## config.mk

```make
export PLATFORM = sky130hd
export DESIGN_NAME = dvs_top
export DESIGN_NICKNAME = d
export VERILOG_FILES = /design/src/design/dvs_pkg.sv /design/src/design/dvs_top.sv
export VERILOG_INCLUDE_DIRS = /design/src /design/src/design
export SDC_FILE = /design/constraint.sdc
export NUM_CORES = 2
export LEC_CHECK = 0
export ABC_AREA = 1
export BUFFER_PORTS_ARGS = -buffer_cell sky130_fd_sc_hd__buf_2
export CAP_MARGIN = 20
export CORE_MARGIN = 2
export CORE_UTILIZATION = 50
export CTS_CLUSTER_SIZE = 24
export DETAILED_ROUTE_END_ITERATION = 10
export PLACE_DENSITY = 0.67
export SLEW_MARGIN = 30
export SYNTH_ARGS = -nofsm -noshare
export SYNTH_HDL_FRONTEND = slang
export SYNTH_SLANG_ARGS = --single-unit
export TNS_END_PERCENT = 10
```

## constraint.sdc

```tcl
create_clock -name aclk -period 30.1 [get_ports aclk]
set_input_delay 3.01 -clock aclk [delete_from_list [all_inputs] [get_ports aclk]]
set_output_delay 3.01 -clock aclk [all_outputs]
set_load 0.005 [all_outputs]
```

## src/design/dvs_cfg.svh

```systemverilog
// Constants of the playback volume, soft mute and bass boost block
`ifndef DVS_CFG_SVH
`define DVS_CFG_SVH
// ****************************************************************
// Register map (byte addresses)
// ****************************************************************
`define DVS_OFS_CTRL      8'h00
`define DVS_OFS_VOL       8'h04
`define DVS_OFS_STATUS    8'h08
// CTRL fields
`define DVS_CTRL_MUTE     0
`define DVS_CTRL_RSEL     1
`define DVS_CTRL_LINK     2
`define DVS_CTRL_BST_LO   4
`define DVS_CTRL_BST_HI   5
// VOL fields
`define DVS_VOL_L_LO      0
`define DVS_VOL_L_HI      7
`define DVS_VOL_R_LO      8
`define DVS_VOL_R_HI      15
// STATUS fields
`define DVS_ST_LL_HI      10
`define DVS_ST_RL_LO      16
`define DVS_ST_RL_HI      26
`define DVS_ST_RAMP       31
// Reset values
`define DVS_RST_CODE      8'h18
`define DVS_RST_BOOST     2'h0
// ****************************************************************
// Volume ramp
// ****************************************************************
`define DVS_CODE_MUTE     8'hFF
`define DVS_CODE_SHIFT    2
`define DVS_LVL_MAX       11'h425
`define DVS_LVL_UNITY     11'h060
`define DVS_STEP_SLOW     11'h001
`define DVS_STEP_FAST     11'h004
`define DVS_STEP_FASTX    11'h005
`define DVS_FAST_EXTRA    8'h25
// ****************************************************************
// Gain and filter arithmetic
// ****************************************************************
`define DVS_OCT_LEVELS    11'h030
`define DVS_MANT_ONE      17'h10000
`define DVS_MANT_SLOPE    17'h002AB
`define DVS_GAIN_SHIFT    14
`define DVS_LP_SHIFT      5
`define DVS_SMAX          42'sh000007FFFFF
`define DVS_SMIN          42'sh3FFFF800000
`define DVS_RESP_OKAY     2'h0
`define DVS_RESP_SLVERR   2'h2
`endif

```

## src/design/dvs_pkg.sv

```systemverilog
// Types of the playback volume, soft mute and bass boost block
package dvs_pkg;
   typedef struct packed {
      logic [23:0] left;
      logic [23:0] right;
   } dvs_pair_t;

   typedef struct packed {
      logic        awready;
      logic        wready;
      logic        aw_got;
      logic        w_got;
      logic [7:0]  awaddr;
      logic [31:0] wdata;
      logic [3:0]  wstrb;
      logic        bvalid;
      logic [1:0]  bresp;
      logic        arready;
      logic        rvalid;
      logic [31:0] rdata;
      logic [1:0]  rresp;
      logic        soft_mute_request;
      logic        ramp_time_select;
      logic        volume_link;
      logic [1:0]  bass_boost_level;
      logic [7:0]  left_volume_code;
      logic [7:0]  right_volume_code;
      logic [10:0] lvl_l;
      logic [10:0] lvl_r;
      logic [7:0]  phase;
      logic [23:0] lp_l;
      logic [23:0] lp_r;
      logic        out_valid;
      dvs_pair_t   out_sample;
   } dvs_state_t;
endpackage

```

## src/design/dvs_top.sv

```systemverilog
// Playback path: bass boost, linked or split volume ramp, soft mute
`timescale 1ns/100ps
`default_nettype none
`include "dvs_cfg.svh"
module dvs_top
   import dvs_pkg::*;
(
   input  wire logic        aclk,          // 25 MHz clock
   input  wire logic        aresetn,       // Sync reset, active low
   input  wire logic [7:0]  s_axi_awaddr,  // Write address
   input  wire logic        s_axi_awvalid, // Write address valid
   output logic             s_axi_awready, // Write address ready
   input  wire logic [31:0] s_axi_wdata,   // Write data
   input  wire logic [3:0]  s_axi_wstrb,   // Write byte strobes
   input  wire logic        s_axi_wvalid,  // Write data valid
   output logic             s_axi_wready,  // Write data ready
   output logic [1:0]       s_axi_bresp,   // Write response
   output logic             s_axi_bvalid,  // Write response valid
   input  wire logic        s_axi_bready,  // Write response ready
   input  wire logic [7:0]  s_axi_araddr,  // Read address
   input  wire logic        s_axi_arvalid, // Read address valid
   output logic             s_axi_arready, // Read address ready
   output logic [31:0]      s_axi_rdata,   // Read data
   output logic [1:0]       s_axi_rresp,   // Read response
   output logic             s_axi_rvalid,  // Read data valid
   input  wire logic        s_axi_rready,  // Read data ready
   input  wire logic        in_valid,      // One pulse per sample period
   input  wire dvs_pair_t   in_sample,     // Signed stereo sample in
   output logic             out_valid,     // Processed sample strobe
   output dvs_pair_t        out_sample     // Processed sample to DAC
);
   // ****************************************************************
   // Arithmetic helpers
   // ****************************************************************
   function automatic logic [23:0] sat(input logic signed [41:0] v);
      if (v > `DVS_SMAX) begin
         sat = 24'h7FFFFF;
      end else if (v < `DVS_SMIN) begin
         sat = 24'h800000;
      end else begin
         sat = v[23:0];
      end
   endfunction

   function automatic logic [10:0] target(input logic [7:0] code,
                                          input logic       mute);
      if (mute || code == `DVS_CODE_MUTE) begin
         target = `DVS_LVL_MAX;
      end else begin
         target = 11'(code) << `DVS_CODE_SHIFT;
      end
   endfunction

   // Level 0 is 4.0 in Q14; each level is 1/8 dB, linear within an octave
   function automatic logic [16:0] gain_of(input logic [10:0] lvl);
      logic [4:0]  oct;
      logic [5:0]  frac;
      logic [16:0] m;
      oct  = 5'(lvl / `DVS_OCT_LEVELS);
      frac = 6'(lvl % `DVS_OCT_LEVELS);
      m    = `DVS_MANT_ONE - 17'(frac * `DVS_MANT_SLOPE);
      if (lvl >= `DVS_LVL_MAX) begin
         gain_of = 17'h00000;
      end else begin
         gain_of = m >> oct;
      end
   endfunction

   function automatic logic [10:0] ramp(input logic [10:0] cur,
                                        input logic [10:0] tgt,
                                        input logic [10:0] inc);
      if (cur < tgt) begin
         ramp = (tgt - cur > inc) ? 11'(cur + inc) : tgt;
      end else begin
         ramp = (cur - tgt > inc) ? 11'(cur - inc) : tgt;
      end
   endfunction

   // Low-pass feedback gives the low-frequency lift, then clips
   function automatic logic [23:0] boost(input logic [23:0] x,
                                         input logic [23:0] lp,
                                         input logic [1:0]  lvl);
      logic signed [41:0] xs;
      logic signed [41:0] ls;
      logic signed [41:0] add;
      xs = 42'($signed(x));
      ls = 42'($signed(lp));
      case (lvl)
         2'h1:    add = ls >>> 1;
         2'h2:    add = ls;
         2'h3:    add = ls <<< 1;
         default: add = 42'sh0;
      endcase
      boost = sat(xs + add);
   endfunction

   function automatic logic [23:0] lp_step(input logic [23:0] x,
                                           input logic [23:0] lp);
      logic signed [41:0] d;
      d = 42'($signed(x)) - 42'($signed(lp));
      lp_step = 24'(42'($signed(lp)) + (d >>> `DVS_LP_SHIFT));
   endfunction

   function automatic logic [23:0] apply(input logic [23:0] x,
                                         input logic [16:0] g);
      logic signed [41:0] p;
      p = 42'($signed(x) * $signed({1'b0, g}));
      apply = sat(p >>> `DVS_GAIN_SHIFT);
   endfunction

   function automatic logic [31:0] wmerge(input logic [31:0] old,
                                          input logic [31:0] d,
                                          input logic [3:0]  strb);
      logic [31:0] r;
      r = old;
      for (int i = 0; i < 4; i++) begin
         if (strb[i]) begin
            r[i*8 +: 8] = d[i*8 +: 8];
         end
      end
      wmerge = r;
   endfunction

   // ****************************************************************
   // State
   // ****************************************************************
   dvs_state_t  s;
   dvs_state_t  next_s;
   logic [10:0] tgt_l;
   logic [10:0] tgt_r;

   // Link chooses which code the right channel follows
   assign tgt_l = target(s.left_volume_code, s.soft_mute_request);
   assign tgt_r = target(s.volume_link ? s.left_volume_code
                                       : s.right_volume_code,
                         s.soft_mute_request);

   always_comb begin
      logic [31:0] ctrl_w;
      logic [31:0] vol_w;
      logic [10:0] inc;
      logic [23:0] bl;
      logic [23:0] br;
      ctrl_w = '0;
      vol_w  = '0;
      inc    = `DVS_STEP_SLOW;
      bl     = '0;
      br     = '0;
      next_s = s;
      // ****************************************************************
      // AXI4-Lite write: address and data accepted in either order
      // ****************************************************************
      if (s.awready && s_axi_awvalid) begin
         next_s.aw_got = 1'b1;
         next_s.awaddr = s_axi_awaddr;
      end
      if (s.wready && s_axi_wvalid) begin
         next_s.w_got = 1'b1;
         next_s.wdata = s_axi_wdata;
         next_s.wstrb = s_axi_wstrb;
      end
      if (s.bvalid && s_axi_bready) begin
         next_s.bvalid = 1'b0;
      end
      if (s.aw_got && s.w_got && !s.bvalid) begin
         ctrl_w = wmerge({26'h0, s.bass_boost_level, 1'b0, s.volume_link,
                          s.ramp_time_select, s.soft_mute_request},
                         s.wdata, s.wstrb);
         vol_w  = wmerge({16'h0, s.right_volume_code, s.left_volume_code},
                         s.wdata, s.wstrb);
         next_s.aw_got = 1'b0;
         next_s.w_got  = 1'b0;
         next_s.bvalid = 1'b1;
         next_s.bresp  = `DVS_RESP_OKAY;
         if (s.awaddr == `DVS_OFS_CTRL) begin
            next_s.soft_mute_request = ctrl_w[`DVS_CTRL_MUTE];
            next_s.ramp_time_select  = ctrl_w[`DVS_CTRL_RSEL];
            next_s.volume_link       = ctrl_w[`DVS_CTRL_LINK];
            next_s.bass_boost_level  =
               ctrl_w[`DVS_CTRL_BST_HI:`DVS_CTRL_BST_LO];
         end else if (s.awaddr == `DVS_OFS_VOL) begin
            next_s.left_volume_code  = vol_w[`DVS_VOL_L_HI:`DVS_VOL_L_LO];
            next_s.right_volume_code = vol_w[`DVS_VOL_R_HI:`DVS_VOL_R_LO];
         end else if (s.awaddr != `DVS_OFS_STATUS) begin
            next_s.bresp = `DVS_RESP_SLVERR;
         end
      end
      // Ready drops while a half is held or a response waits
      next_s.awready = !next_s.aw_got && !next_s.bvalid;
      next_s.wready  = !next_s.w_got && !next_s.bvalid;
      // ****************************************************************
      // AXI4-Lite read
      // ****************************************************************
      if (s.rvalid && s_axi_rready) begin
         next_s.rvalid = 1'b0;
      end
      if (s.arready && s_axi_arvalid) begin
         next_s.rvalid = 1'b1;
         next_s.rdata  = '0;
         next_s.rresp  = `DVS_RESP_OKAY;
         if (s_axi_araddr == `DVS_OFS_CTRL) begin
            next_s.rdata = {26'h0, s.bass_boost_level, 1'b0, s.volume_link,
                            s.ramp_time_select, s.soft_mute_request};
         end else if (s_axi_araddr == `DVS_OFS_VOL) begin
            next_s.rdata = {16'h0, s.right_volume_code, s.left_volume_code};
         end else if (s_axi_araddr == `DVS_OFS_STATUS) begin
            next_s.rdata[`DVS_ST_LL_HI:0] = s.lvl_l;
            next_s.rdata[`DVS_ST_RL_HI:`DVS_ST_RL_LO] = s.lvl_r;
            next_s.rdata[`DVS_ST_RAMP] = (s.lvl_l != tgt_l) ||
                                         (s.lvl_r != tgt_r);
         end else begin
            next_s.rresp = `DVS_RESP_SLVERR;
         end
      end
      next_s.arready = !next_s.rvalid;
      // ****************************************************************
      // Sample path
      // ****************************************************************
      next_s.out_valid = 1'b0;
      if (in_valid) begin
         next_s.phase = 8'(s.phase + 8'h01);
         // fast steps spread the remainder over 256 samples
         if (s.ramp_time_select) begin
            inc = (s.phase < `DVS_FAST_EXTRA) ? `DVS_STEP_FASTX
                                              : `DVS_STEP_FAST;
         end
         // ramp toward mute or back from where it stands
         next_s.lvl_l = ramp(s.lvl_l, tgt_l, inc);
         next_s.lvl_r = ramp(s.lvl_r, tgt_r, inc);
         // lift lows, clip at full scale
         bl = boost(in_sample.left, s.lp_l, s.bass_boost_level);
         br = boost(in_sample.right, s.lp_r, s.bass_boost_level);
         next_s.lp_l = lp_step(in_sample.left, s.lp_l);
         next_s.lp_r = lp_step(in_sample.right, s.lp_r);
         next_s.out_sample.left  = apply(bl, gain_of(s.lvl_l));
         next_s.out_sample.right = apply(br, gain_of(s.lvl_r));
         next_s.out_valid = 1'b1;
      end
   end

   always_ff @(posedge aclk) begin
      if (!aresetn) begin
         s <= '0;
         s.left_volume_code  <= `DVS_RST_CODE;
         s.right_volume_code <= `DVS_RST_CODE;
         s.bass_boost_level  <= `DVS_RST_BOOST;
         s.lvl_l <= `DVS_LVL_UNITY;
         s.lvl_r <= `DVS_LVL_UNITY;
      end else begin
         s <= next_s;
      end
   end

   assign s_axi_awready = s.awready;
   assign s_axi_wready  = s.wready;
   assign s_axi_bvalid  = s.bvalid;
   assign s_axi_bresp   = s.bresp;
   assign s_axi_arready = s.arready;
   assign s_axi_rvalid  = s.rvalid;
   assign s_axi_rdata   = s.rdata;
   assign s_axi_rresp   = s.rresp;
   assign out_valid     = s.out_valid;
   assign out_sample    = s.out_sample;
endmodule
`default_nettype wire

```

==> metrics.txt <==
FF+latch count, synth=211; first-pass GRT wire length=244,000 um; WL/cell=18.5 um; startpoint types=flip-flop; Tot GR Track Use=0.284; status=finished, final reports clean; Yosys top cell by area=fa_1; crit path from=s[126]$_SDFFE_PN0P_; critical path type=flip-flop to flip-flop; Setup Viol. Count Final=0; total global routing overflow=0; setup bufs post-CTS=0; worst-path fanout max=23; CTS root buf=clkbuf_16; Yosys warnings=0; CTS Buffer Depth=3; post-route ant nets=0; DIE AREA=107,000 sq um; R2R Path End=out_sample[34]$_SDFFE_PN0P_; Fin. Hold Viols=0; largest net degree at the start of global routing=89; fin. max-slew vios=0; Post-Syn Area per Cell=7.63 sq um; Crit. End Element=flip-flop; Tightest Pin Transition=1050 ps; TritonCTS Buffers=30; Skew-Pair Late Insertion Delay=650 ps; RR Startpoint=s[126]$_SDFFE_PN0P_; top cell type's share of synthesized area=0.313; number of global-route vias before repair=45,034; nets=8,226; DRC viols=0; slowest cell delay on critical path=820 ps; Critical Path Most Common Cell=nand2_1; Synth area leaders=fa_1, ha_1, inv_1; drt total wl=152,000 um; share of layout cells above drive strength 1=0.0717; DR vias/cell=5.52; final worst-path cycle share=0.482; detailed placement HPWL=122,000 um; Rows=118; # resized after CTS=0; mapped cell area=52,400 sq um; maxcap violations=0; clock net sink count=211; CTS HTree Levels=1; Initial Util=0.505; post-synthesis cell type count=72; Hold Path Stages=1; via count=45,345; die width=328 um; Worst path slowest cell=fa_1; reg2reg path depth=60; iteration-0 DRC count of the detailed router=3,839; FMAX=0.0689 GHz; Mapped Cells=6,873; IO Pins=198; CTS Hold Bufs=0; GP Congestion=0.969; Worst Slack Setup Final=15,580 ps; hold slack=427 ps; worst slack at placement=15,810 ps; drt pass-1 iters=7; Hold WC Path Type=flip-flop to flip-flop; DIE HEIGHT=328 um; Clock transition at path regs=60 ps; Final min period=14,520 ps; CP endpoint=out_sample[34]$_SDFFE_PN0P_; asr flop ratio synth=0; Core ar.=104,000 sq um; Clock Skews=38.3 ps; sequential-to-total area share from yosys stat=0.0805; unrepaired setup endpoints after global routing=false; setup TNS=0 ps; ys flop type=dfxtp_1; r2r setup slk=15,580 ps; initial antenna violation count=8; Critical Path AT=15,070 ps; CTS tree=built; number of synthesized flops with an enable pin=0; slew margin rel.=0.303; IO Port Bufs=173; Area growth syn-to-layout=4.38%; Req. time, crit path=30,650 ps
[state kept, by name (all words and copies together) (netlist names)]
name and count:
s 127, s_axi_bresp 1, s_axi_awready 1, s_axi_wready 1, out_valid 1, s_axi_rdata 28, s_axi_bvalid 1, out_sample 48
s_axi_rresp 1, s_axi_arready 1, s_axi_rvalid 1
[cells in the mapped netlist (all sizes together), types with 9 or more instances]
| library cell | n |
|---|---|
| ha | 490 |
| a21boi | 11 |
| buf | 216 |
| a31oi | 31 |
| o21bai | 20 |
| nor3 | 36 |
| clkbuf | 105 |
| or2 | 40 |
| nand2 | 1136 |
| xnor2 | 93 |
| nor2 | 524 |
| inv | 1446 |
| o211ai | 52 |
| o31ai | 9 |
| o21a | 11 |
| a211oi | 13 |
| o221ai | 55 |
| dfxtp | 211 |
| nand3 | 234 |
| xor2 | 186 |
| a21o | 15 |
| clkinv | 10 |
| a21oi | 591 |
| nor4 | 20 |
| nand4 | 71 |
| fa | 820 |
| o21ai | 374 |
[critical path, delay by kind of cell, from the launching register on]
family                     cells  cell delay, ps
muxes                          1             180
DFF                            1             690
AOI/OAI and AO/OA              9            1230
xor gates and xnor gates       2             360
and+or+nand+nor               27            5050
buffers and inverters          9             880
adders and majority gates     12            6030
[cells by family (layout without fill, tap and decap cells)]
family | Yosys count | after routing | share of synthesized area
simple gates | 2075 | 2075 | 0.170
buf+inv | 1777 | 1731 | 0.139
fa+ha+maj | 1310 | 1310 | 0.430
compound gates | 1213 | 1213 | 0.132
xor+xnor | 279 | 279 | 0.0466
flops | 211 | 211 | 0.0805
mux | 7 | 7 | 0.00134
other cells | 1 | 7 | 0.0000715
[metal layers]
metal	vias up	GRT usage	wire, um
met3	240	0.0558	13900
met1	21960	0.403	67200
met2	1865	0.440	65900
met5	-	0	0
li1	21280	-	-
met4	0	0.0812	4960
[how the worst min path moves through the flow]
stage | slack [ps] | start | end
5_1_grt | 450 | s[232]$_SDFF_PN0_ | s_axi_awready$_SDFF_PN0_
3_3_place_gp | 420 | s[232]$_SDFF_PN0_ | s_axi_awready$_SDFF_PN0_
6_report | 430 | s[232]$_SDFF_PN0_ | s_axi_awready$_SDFF_PN0_
4_1_cts | 430 | s[232]$_SDFF_PN0_ | s_axi_awready$_SDFF_PN0_
2_1_floorplan | 400 | s[232]$_SDFF_PN0_ | s_axi_awready$_SDFF_PN0_
3_5_place_dp | 420 | s[232]$_SDFF_PN0_ | s_axi_awready$_SDFF_PN0_
[cells in the final DEF (no fill, tap or decap), types with 55 or more instances in the layout]
cell type and n:
inv_1 1410, nand2_1 1099, fa_1 820, a21oi_1 575, ha_1 490, nor2_1 485
o21ai_0 320, dfxtp_1 211, nand3_1 208, xor2_1 186, buf_2 171, xnor2_1 93
nand4_1 71, o221ai_1 55
[cell type report]
class | count | area [sq um]
diodes | 1 | 2.50
clock buffers | 33 | 782
clock inverters | 23 | 293
fillers | 10033 | 49000
inverters | 1456 | 5470
multi-input cells | 4890 | 41000
flip-flops and latches | 211 | 4220
well taps | 1380 | 1730
repair buffers | 219 | 1220
[metrics by stage]
step	instances	instance area (sq um)	utilization
2_1_floorplan	6878	52500	-
3_3_place_gp	8156	53600	0.517
3_5_place_dp	8156	53700	0.517
4_1_cts	8212	54700	0.527
5_1_grt	8213	54700	0.527
6_report	8213	54700	0.527
Power is not shown: default switching activity piles up to over one toggle a cycle in this logic, so the estimate is an artifact.
